File: src/rtl/flash_host_defs.svh
// timing counts, command codes and pin-level constants for the flash host controller
`ifndef FLASH_HOST_DEFS_SVH
`define FLASH_HOST_DEFS_SVH

`define CLK_PERIOD_NS 100
`define POWERUP_DELAY_MS 5
`define POWERUP_CYCLES ((`POWERUP_DELAY_MS * 1000000) / `CLK_PERIOD_NS)
`define GLITCH_NS 10
`define STROBE_CYCLES (((`GLITCH_NS + `CLK_PERIOD_NS - 1) / `CLK_PERIOD_NS) + 1)
`define POLL_LIMIT 16'hFFFF

`define UNLOCK1_ADDR 16'h5555
`define UNLOCK1_DATA 8'hAA
`define UNLOCK2_ADDR 16'h2AAA
`define UNLOCK2_DATA 8'h55
`define CMD_PROGRAM 8'hA0
`define CMD_ERASE_SETUP 8'h80
`define CMD_ID_ENTRY 8'h90
`define CMD_ID_EXIT 8'hF0
`define CMD_CHIP_ERASE 8'h10
`define CMD_PAGE_ERASE 8'h50
`define ID_MAKER_ADDR 16'h0000
`define ID_PART_ADDR 16'h0001
`define PAGE_MSB 15
`define PAGE_LSB 12

`define REG_CTRL 4'h0
`define REG_ADDR 4'h1
`define REG_WDATA 4'h2
`define REG_STATUS 4'h3
`define REG_RDATA 4'h4

`define OP_READ 3'h0
`define OP_PROGRAM 3'h1
`define OP_CHIP_ERASE 3'h2
`define OP_PAGE_ERASE 3'h3
`define OP_ID_ENTRY 3'h4
`define OP_ID_EXIT3 3'h5
`define OP_ID_EXIT1 3'h6

`endif

File: src/rtl/flash_host_pkg.sv
// types shared by the flash host controller
package flash_host_pkg;
  typedef enum logic [5:0] {
    ST_BOOT = 6'h01,
    ST_IDLE = 6'h02,
    ST_WRITE = 6'h04,
    ST_READ = 6'h08,
    ST_POLL = 6'h10,
    ST_GAP = 6'h20
  } host_state_t;
  typedef struct packed {
    logic [15:0] addr;
    logic [7:0] data;
    logic is_read;
  } bus_step_t;
endpackage

File: src/rtl/flash_bus_cycle.sv
// one timed bus cycle on the flash pins: write or read, strobes held long enough
`timescale 1ns/1ps
`include "flash_host_defs.svh"
module flash_bus_cycle
  import flash_host_pkg::*;
(
  input wire logic core_clk,
  input wire logic rst_n,
  input wire logic start,
  input wire logic is_read,
  input wire logic [15:0] addr,
  input wire logic [7:0] wdata,
  input wire logic [7:0] dq_in,
  output logic done_q,
  output logic [7:0] rdata_q,
  output logic ce_n_q,
  output logic oe_n_q,
  output logic we_n_q,
  output logic [15:0] addr_q,
  output logic [7:0] dq_out_q,
  output logic dq_oe_n_q
);
  logic [7:0] dq_s1_q;
  logic [7:0] dq_s2_q;
  logic [2:0] phase_q;
  logic [3:0] cnt_q;
  logic rd_q;

  ////////////////////////////////////////////////////////////////
  // data pin synchroniser
  always_ff @(posedge core_clk) begin
    dq_s1_q <= dq_in;
    dq_s2_q <= dq_s1_q;
  end

  ////////////////////////////////////////////////////////////////
  // phase: 0 idle, 1 setup, 2 strobe low, 3 strobe high, 4 sample wait
  always_ff @(posedge core_clk) begin
    if (!rst_n) begin
      phase_q <= 3'h0;
      cnt_q <= 4'h0;
      rd_q <= 1'b0;
      done_q <= 1'b0;
      rdata_q <= 8'h00;
      ce_n_q <= 1'b1;
      oe_n_q <= 1'b1;
      we_n_q <= 1'b1;
      addr_q <= 16'h0000;
      dq_out_q <= 8'h00;
      dq_oe_n_q <= 1'b1;
    end else begin
      done_q <= 1'b0;
      case (phase_q)
        3'h0: begin
          if (start) begin
            rd_q <= is_read;
            addr_q <= addr; // address stable before either strobe falls
            dq_out_q <= wdata;
            dq_oe_n_q <= is_read;
            oe_n_q <= 1'b1; // oe high during writes
            phase_q <= 3'h1;
          end
        end
        3'h1: begin
          ce_n_q <= 1'b0;
          if (rd_q) begin
            oe_n_q <= 1'b0;
          end else begin
            we_n_q <= 1'b0; // write only with ce and we low, oe high
          end
          cnt_q <= 4'(`STROBE_CYCLES);
          phase_q <= 3'h2;
        end
        3'h2: begin
          // strobe held well past the glitch filter width
          if (cnt_q == 4'h1) begin
            if (rd_q) begin
              phase_q <= 3'h4;
              cnt_q <= 4'h3;
            end else begin
              we_n_q <= 1'b1; // data taken on this first rising edge
              phase_q <= 3'h3;
            end
          end else begin
            cnt_q <= cnt_q - 4'h1;
          end
        end
        3'h3: begin
          ce_n_q <= 1'b1;
          dq_oe_n_q <= 1'b1;
          done_q <= 1'b1;
          phase_q <= 3'h0;
        end
        3'h4: begin
          if (cnt_q == 4'h1) begin
            rdata_q <= dq_s2_q;
            oe_n_q <= 1'b1; // each read is a separate oe pulse
            ce_n_q <= 1'b1;
            done_q <= 1'b1;
            phase_q <= 3'h0;
          end else begin
            cnt_q <= cnt_q - 4'h1;
          end
        end
        default: begin
          phase_q <= 3'h0;
        end
      endcase
    end
  end
endmodule

File: src/rtl/flash_host_ctrl.sv
// host controller that drives a byte-wide parallel flash through its pins
//
// Contract
// - write only with select and write strobe low and output gate high
// - identifier mode lasts until an exit sequence is written
// - byte program: two unlocks, set-up, then address and data
// - chip erase: unlocks, erase set-up, unlocks, chip erase command
// - page erase ends on poll bit one; poll inside the erased page
// - polling valid after the last write edge; poll inside erased pages
// - host re-reads after completion since other bits may be stale
// - page selected by top four address bits, sixteen 4 Kbyte pages
// - a single exit-code write at any address leaves identifier mode
//
// Design decisions made here: strobed register access and the register addresses.
`timescale 1ns/1ps
`include "flash_host_defs.svh"
module flash_host_ctrl
  import flash_host_pkg::*;
#(
  parameter int unsigned POWERUP_CYCLES = `POWERUP_CYCLES
)
(
  input wire logic core_clk,
  input wire logic rst_n,
  input wire logic [3:0] reg_addr,
  input wire logic [15:0] reg_wdata,
  input wire logic reg_wr,
  input wire logic reg_rd,
  output logic [15:0] reg_rdata_q,
  input wire logic [7:0] flash_dq_in,
  output logic [7:0] flash_dq_out_q,
  output logic flash_dq_oe_n_q,
  output logic [15:0] flash_addr_q,
  output logic flash_ce_n_q,
  output logic flash_oe_n_q,
  output logic flash_we_n_q
);
  host_state_t state_q;
  logic [22:0] boot_cnt_q;
  logic [2:0] op_q;
  logic [15:0] op_addr_q;
  logic [7:0] op_data_q;
  logic [2:0] step_q;
  logic [2:0] nsteps;
  bus_step_t step;
  logic busy_q;
  logic fail_q;
  logic id_mode_q;
  logic [7:0] last_rd_q;
  logic [7:0] prev_rd_q;
  logic poll_first_q;
  logic [15:0] poll_cnt_q;
  logic cyc_done;
  logic [7:0] cyc_rdata;
  logic go;

  ////////////////////////////////////////////////////////////////
  // register port: ctrl write launches an operation
  assign go = reg_wr && (reg_addr == `REG_CTRL) && reg_wdata[0] && (state_q == ST_IDLE);

  always_ff @(posedge core_clk) begin
    if (!rst_n) begin
      op_q <= `OP_READ;
      op_addr_q <= 16'h0000;
      op_data_q <= 8'h00;
    end else begin
      if (reg_wr && state_q == ST_IDLE) begin
        if (reg_addr == `REG_CTRL) begin
          op_q <= reg_wdata[3:1];
        end else if (reg_addr == `REG_ADDR) begin
          op_addr_q <= reg_wdata;
        end else if (reg_addr == `REG_WDATA) begin
          op_data_q <= reg_wdata[7:0];
        end
      end
    end
  end

  always_ff @(posedge core_clk) begin
    if (!rst_n) begin
      reg_rdata_q <= 16'h0000;
    end else if (reg_rd) begin
      if (reg_addr == `REG_CTRL) begin
        reg_rdata_q <= {12'h000, op_q, 1'b0};
      end else if (reg_addr == `REG_ADDR) begin
        reg_rdata_q <= op_addr_q;
      end else if (reg_addr == `REG_WDATA) begin
        reg_rdata_q <= {8'h00, op_data_q};
      end else if (reg_addr == `REG_STATUS) begin
        reg_rdata_q <= {12'h000, id_mode_q, fail_q, busy_q, state_q == ST_BOOT};
      end else if (reg_addr == `REG_RDATA) begin
        reg_rdata_q <= {8'h00, last_rd_q};
      end else begin
        reg_rdata_q <= 16'h0000;
      end
    end else begin
      reg_rdata_q <= 16'h0000;
    end
  end

  ////////////////////////////////////////////////////////////////
  // command sequence table
  function automatic bus_step_t unlock(input logic [2:0] idx, input logic [7:0] code);
    bus_step_t s;
    s.is_read = 1'b0;
    s.addr = (idx == 3'h1) ? `UNLOCK2_ADDR : `UNLOCK1_ADDR;
    s.data = (idx == 3'h0) ? `UNLOCK1_DATA : (idx == 3'h1) ? `UNLOCK2_DATA : code;
    return s;
  endfunction

  always_comb begin
    nsteps = 3'h1;
    step = '{addr: op_addr_q, data: op_data_q, is_read: 1'b1};
    case (op_q)
      `OP_PROGRAM: begin
        nsteps = 3'h4;
        step = (step_q < 3'h3) ? unlock(step_q, `CMD_PROGRAM) :
               bus_step_t'{addr: op_addr_q, data: op_data_q, is_read: 1'b0};
      end
      `OP_CHIP_ERASE, `OP_PAGE_ERASE: begin
        nsteps = 3'h6;
        if (step_q < 3'h3) begin
          step = unlock(step_q, `CMD_ERASE_SETUP);
        end else if (step_q < 3'h5) begin
          step = unlock(step_q - 3'h3, 8'h00);
        end else if (op_q == `OP_CHIP_ERASE) begin
          step = '{addr: `UNLOCK1_ADDR, data: `CMD_CHIP_ERASE, is_read: 1'b0};
        end else begin
          // page picked by top four address bits
          step = '{addr: {op_addr_q[`PAGE_MSB:`PAGE_LSB], 12'h000},
                   data: `CMD_PAGE_ERASE, is_read: 1'b0};
        end
      end
      `OP_ID_ENTRY: begin
        nsteps = 3'h3;
        step = unlock(step_q, `CMD_ID_ENTRY);
      end
      `OP_ID_EXIT3: begin
        nsteps = 3'h3;
        step = unlock(step_q, `CMD_ID_EXIT);
      end
      `OP_ID_EXIT1: begin
        step = '{addr: op_addr_q, data: `CMD_ID_EXIT, is_read: 1'b0};
      end
      default: begin
        nsteps = 3'h1;
      end
    endcase
  end

  ////////////////////////////////////////////////////////////////
  // sequencer
  logic launch_q;
  always_ff @(posedge core_clk) begin
    if (!rst_n) begin
      state_q <= ST_BOOT;
      boot_cnt_q <= 23'h000000;
      step_q <= 3'h0;
      busy_q <= 1'b0;
      fail_q <= 1'b0;
      id_mode_q <= 1'b0; // device assumed in read mode at power-up
      last_rd_q <= 8'h00;
      prev_rd_q <= 8'h00;
      poll_first_q <= 1'b0;
      poll_cnt_q <= 16'h0000;
      launch_q <= 1'b0;
    end else begin
      launch_q <= 1'b0;
      case (state_q)
        ST_BOOT: begin
          // no command before the power-up delay
          if (boot_cnt_q == 23'(POWERUP_CYCLES - 1)) begin
            state_q <= ST_IDLE;
          end else begin
            boot_cnt_q <= boot_cnt_q + 23'h000001;
          end
        end
        ST_IDLE: begin
          if (go) begin
            step_q <= 3'h0;
            busy_q <= 1'b1;
            fail_q <= 1'b0;
            launch_q <= 1'b1;
            state_q <= ST_WRITE;
          end
        end
        ST_WRITE: begin
          if (cyc_done) begin
            if (step.is_read) begin
              last_rd_q <= cyc_rdata; // id codes read at low byte 0 or 1
              busy_q <= 1'b0;
              state_q <= ST_GAP;
            end else if (step_q == nsteps - 3'h1) begin
              if (op_q == `OP_ID_ENTRY) begin
                id_mode_q <= 1'b1;
              end
              if (op_q == `OP_ID_EXIT3 || op_q == `OP_ID_EXIT1) begin
                id_mode_q <= 1'b0;
              end
              if (op_q == `OP_PROGRAM || op_q == `OP_CHIP_ERASE || op_q == `OP_PAGE_ERASE) begin
                // no command issued while the device is busy
                poll_first_q <= 1'b1;
                poll_cnt_q <= 16'h0000;
                launch_q <= 1'b1;
                state_q <= ST_POLL;
              end else begin
                busy_q <= 1'b0;
                state_q <= ST_GAP;
              end
            end else begin
              step_q <= step_q + 3'h1; // steps in fixed order
              launch_q <= 1'b1;
            end
          end
        end
        ST_POLL: begin
          // poll at the target address, inside the erased page
          if (cyc_done) begin
            prev_rd_q <= cyc_rdata;
            poll_first_q <= 1'b0;
            poll_cnt_q <= poll_cnt_q + 16'h0001;
            if (!poll_first_q && cyc_rdata[6] == prev_rd_q[6]) begin
              // toggling stopped: done, or program tried 0 to 1
              fail_q <= (op_q == `OP_PROGRAM) ? (cyc_rdata != op_data_q) :
                        (cyc_rdata[7] != 1'b1);
              state_q <= ST_READ; // re-read for valid data
              launch_q <= 1'b1;
            end else if (poll_cnt_q == `POLL_LIMIT) begin
              // status never settled: give up, report fail and re-read
              fail_q <= 1'b1;
              state_q <= ST_READ;
              launch_q <= 1'b1;
            end else begin
              launch_q <= 1'b1;
            end
          end
        end
        ST_READ: begin
          if (cyc_done) begin
            last_rd_q <= cyc_rdata;
            busy_q <= 1'b0;
            state_q <= ST_GAP;
          end
        end
        ST_GAP: begin
          state_q <= ST_IDLE;
        end
        default: begin
          state_q <= ST_IDLE;
        end
      endcase
    end
  end

  ////////////////////////////////////////////////////////////////
  // pin cycle engine
  flash_bus_cycle u_cycle (
    .core_clk(core_clk),
    .rst_n(rst_n),
    .start(launch_q),
    .is_read((state_q == ST_WRITE) ? step.is_read : 1'b1),
    .addr((state_q == ST_WRITE) ? step.addr : op_addr_q),
    .wdata(step.data),
    .dq_in(flash_dq_in),
    .done_q(cyc_done),
    .rdata_q(cyc_rdata),
    .ce_n_q(flash_ce_n_q),
    .oe_n_q(flash_oe_n_q),
    .we_n_q(flash_we_n_q),
    .addr_q(flash_addr_q),
    .dq_out_q(flash_dq_out_q),
    .dq_oe_n_q(flash_dq_oe_n_q)
  );
endmodule

File: config.mk
export PLATFORM = sky130hd
export DESIGN_NAME = flash_host_ctrl
export DESIGN_NICKNAME = d
export VERILOG_FILES = /design/src/rtl/flash_host_pkg.sv /design/src/rtl/flash_bus_cycle.sv /design/src/rtl/flash_host_ctrl.sv
export VERILOG_INCLUDE_DIRS = /design/src /design/src/rtl
export SDC_FILE = /design/constraint.sdc
export NUM_CORES = 1
export LEC_CHECK = 0
export BUFFER_PORTS_ARGS = -buffer_cell sky130_fd_sc_hd__buf_2
export CAP_MARGIN = 20
export CORE_UTILIZATION = 35
export CTS_BUF_LIST = sky130_fd_sc_hd__clkbuf_2
export DETAILED_ROUTE_END_ITERATION = 7
export PLACE_DENSITY = 0.5
export SETUP_SLACK_MARGIN = 0.15
export SKIP_CTS_REPAIR_TIMING = 1
export SLEW_MARGIN = 20
export SYNTH_ARGS = -nofsm -noshare
export SYNTH_HDL_FRONTEND = slang
export SYNTH_SLANG_ARGS = --single-unit
File: constraint.sdc
create_clock -name core_clk -period 6.9 [get_ports core_clk]
set_input_delay 1.38 -clock core_clk [delete_from_list [all_inputs] [get_ports core_clk]]
set_output_delay 1.38 -clock core_clk [all_outputs]
set_load 0.01 [all_outputs]
==> impl_metrics.yaml <==
routing:
  dr.pass1.iters: 6
  vias_per_cell: 5.18
  drt_iter0_drc: 298
  drcViolationCount: 0
  ant_nets: 0
  dr_total_vias: 6293
  postRouteWirelength_um: 19400
  post_drt_wl_per_cell_um: 16.0
final_layout:
  fin_util_pct: 39.5
  area_delta_synth_final_pct: 11.1
  nets: 966
  drive_above_1_share_pct: 14.5
  fin_area_um2: 8280
hold_path:
  holdCritPathClass: "register to register"
  hold_start: "u_cycle.dq_s1_q[3]"
timing:
  maxSlewViolCount: 0
  max_freq_mhz: 272
  setup_viol: 0
  layout_min_cycle_time_ns: 3.68
  hold_violations: 0
  rsz0062_at_grt: "false"
  max_slew.worst_pin.slew_ns: 0.989
  tns_ns: 0
  slew-limit-headroom_pct: 33.6
  period_share_pct: 53.3
  skew_ns: 0.0547
floorplan:
  num_rows: 53
  core_um2: 21000
  initial_utilization_pct: 35.6
  die-area_um2: 21900
  ios: 76
  die_h_um: 148
  die_w_um: 148
setup_path:
  startpoint_type: "register"
  worst-setup-path-type: "register to register"
  crit_path_start: "op_q[1]"
  slowest_stage: "dfxtp_1"
  r2r-start: "op_q[1]"
  crit_top_cell: "and2_1"
  cp-end-kind: "register"
  crit_chain: "nand2b_1 > and2_1 > ha_1 > xnor2_1 > or4_4 > and2_1 > o21ai_1 > nor2_1"
  worst_ep_arrival_time_ns: 4.27
  path_max_fanout: 23
  max_stage_delay_ns: 0.84
  required_ns: 7.49
logic_synthesis:
  netlist.area_leader.share_pct: 44.6
  ys_async_sr_fraction_pct: 0
  yosys_warnings: 0
  synth_top_cell_by_area: "dfxtp_1"
  synth_commonest_cells: "dfxtp_1, nand2_1, nor2_1"
  ys_types: 67
  synthTopCellsByArea: "dfxtp_1, a21oi_1, nand2_1"
  yosysSeqAreaShare_pct: 44.6
  dominantRegCellSynth: "dfxtp_1"
  synth_edf_count: 0
  syn_nets: 917
  synth.most_common_cell: "dfxtp_1"
  syn_avg_cell_area_um2: 8.51
  ys_ff_latch: 166
  synthesis.area_um2: 7460
  synth_cells: 876
global_routing:
  grt_antenna_before_repair: 1
  overflow: 0
  grt_pass1_wl_um: 31400
  grt.total_usage_pct: 18.2
  grt_start_max_net_pins: 82
  grt_pass1_vias: 5979
clocking:
  clk-insertion-delay-late_ns: 0.75
  clock-sinks: 166
  cts.reportedPaths.clkPinSlew_ns: 0.30
  cts_tree: "yes"
  htree_levels: 4
  cts_root_buffer: "clkbuf_2"
  numCtsBuffers: 17
  clock_path_buffers: 2
power:
  power.leakage_nw: 3.14
  ir_drop_uv: 101
  power_density_nw_per_um2: 213
run_status:
  status: "finished, final reports clean"
placement:
  place_congestion: 0.820
  hpwl_um: 13700
  placed_area_um2: 8010
  io_buffers: 75
run:
  maxCapViolCount: 0
## final timing paths
check | to | slack (ns) | cells past startpoint
min | u_cycle.dq_s2_q[3] | 0.34 | 0
max reg2reg | poll_cnt_q[3] | 3.22 | 8
max | poll_cnt_q[3] | 3.22 | 8
min reg2reg | u_cycle.dq_s2_q[3] | 0.34 | 0
## critical path: cells and delay by family, from the launching register on
family,cells,cell delay (ns)
xor gates and xnor gates,1,0.17
DFF,1,0.84
adders and majority gates,1,0.28
and+or+nand+nor,5,1.41
AOI/OAI and AO/OA,1,0.79
## logic make-up (layout without fill, tap and decap cells)
kind of cell | after synthesis | count (layout) | synth area share (%)
flops | 166 | 166 | 44.6
compound gates | 211 | 211 | 17.6
fa+ha+maj | 9 | 9 | 1.51
mux | 23 | 23 | 3.09
buf+inv | 66 | 128 | 3.74
simple gates | 360 | 360 | 24.7
xor+xnor | 41 | 41 | 4.82
other cells | 0 | 2 | 0
## cells in the final DEF (no fill, tap or decap), drive strengths merged, types with 4 or more instances in the layout
master	synthesis	routed
clkbuf	42	18
dfxtp	166	166
xor2	21	21
nand3	23	23
a31oi	10	10
a211oi	5	5
nor2b	12	12
nor3b	8	8
a22oi	9	9
a21oi	85	85
a311oi	7	7
o22ai	4	4
buf	8	80
nand2	101	101
a22o	5	5
xnor2	20	20
or3	11	11
nor3	20	20
inv	16	26
and4	6	6
nor2	91	91
o221a	6	6
nor4	8	8
ha	9	9
mux2i	23	23
nand4	20	20
and2	15	15
nor4b	5	5
and3	9	9
o32ai	4	4
nand2b	18	18
o211ai	6	6
o21ai	52	52
## through the flow
stage / hold WS, ns / power, mW / cells / setup WS (ns)
2_1_floorplan: 0.310 / 1.14 / 876 / 3.70
3_3_place_gp: 0.311 / 1.20 / 1181 / 3.38
4_1_cts: 0.343 / 1.79 / 1213 / 3.26
6_report: 0.336 / 1.76 / 1215 / 3.22
3_5_place_dp: 0.314 / 1.20 / 1181 / 3.34
5_1_grt: 0.340 / 1.85 / 1215 / 2.92
## per-layer routing
metal	GRT usage, %	vias to the layer above	routed length, µm
met5	0	-	0
met4	5.52	0	295
met3	3.77	18	803
met2	30.5	133	9080
met1	23.5	2933	9250
li1	-	3209	-
## area by class of cell
class / instances / area [µm²]
antenna: 2 / 5.00
clock buffer: 18 / 90.1
clock inverter: 14 / 180
fill: 2241 / 12700
inverter: 16 / 60.1
multi-input combinational: 644 / 3860
sequential: 166 / 3320
tap: 275 / 344
timing repair buffer: 80 / 413
## flip-flops by register name, summed over array words and instances (netlist names), 3 cells and up
signal,cells
op_data_q,8
last_rd_q,8
poll_cnt_q,16
boot_cnt_q,23
u_cycle.cnt_q,4
op_q,3
reg_rdata_q,16
state_q,6
u_cycle.dq_out_q,8
op_addr_q,16
u_cycle.phase_q,3
u_cycle.rdata_q,8
step_q,3
u_cycle.dq_s2_q,8
u_cycle.dq_s1_q,8
u_cycle.addr_q,16
## power breakdown
group | internal, mW | switching (mW)
combinational | 0.0632 | 0.0993
clock | 0.189 | 0.394
sequential | 0.988 | 0.0259
total | 1.24 | 0.519
(Power assumes the default switching activity.)
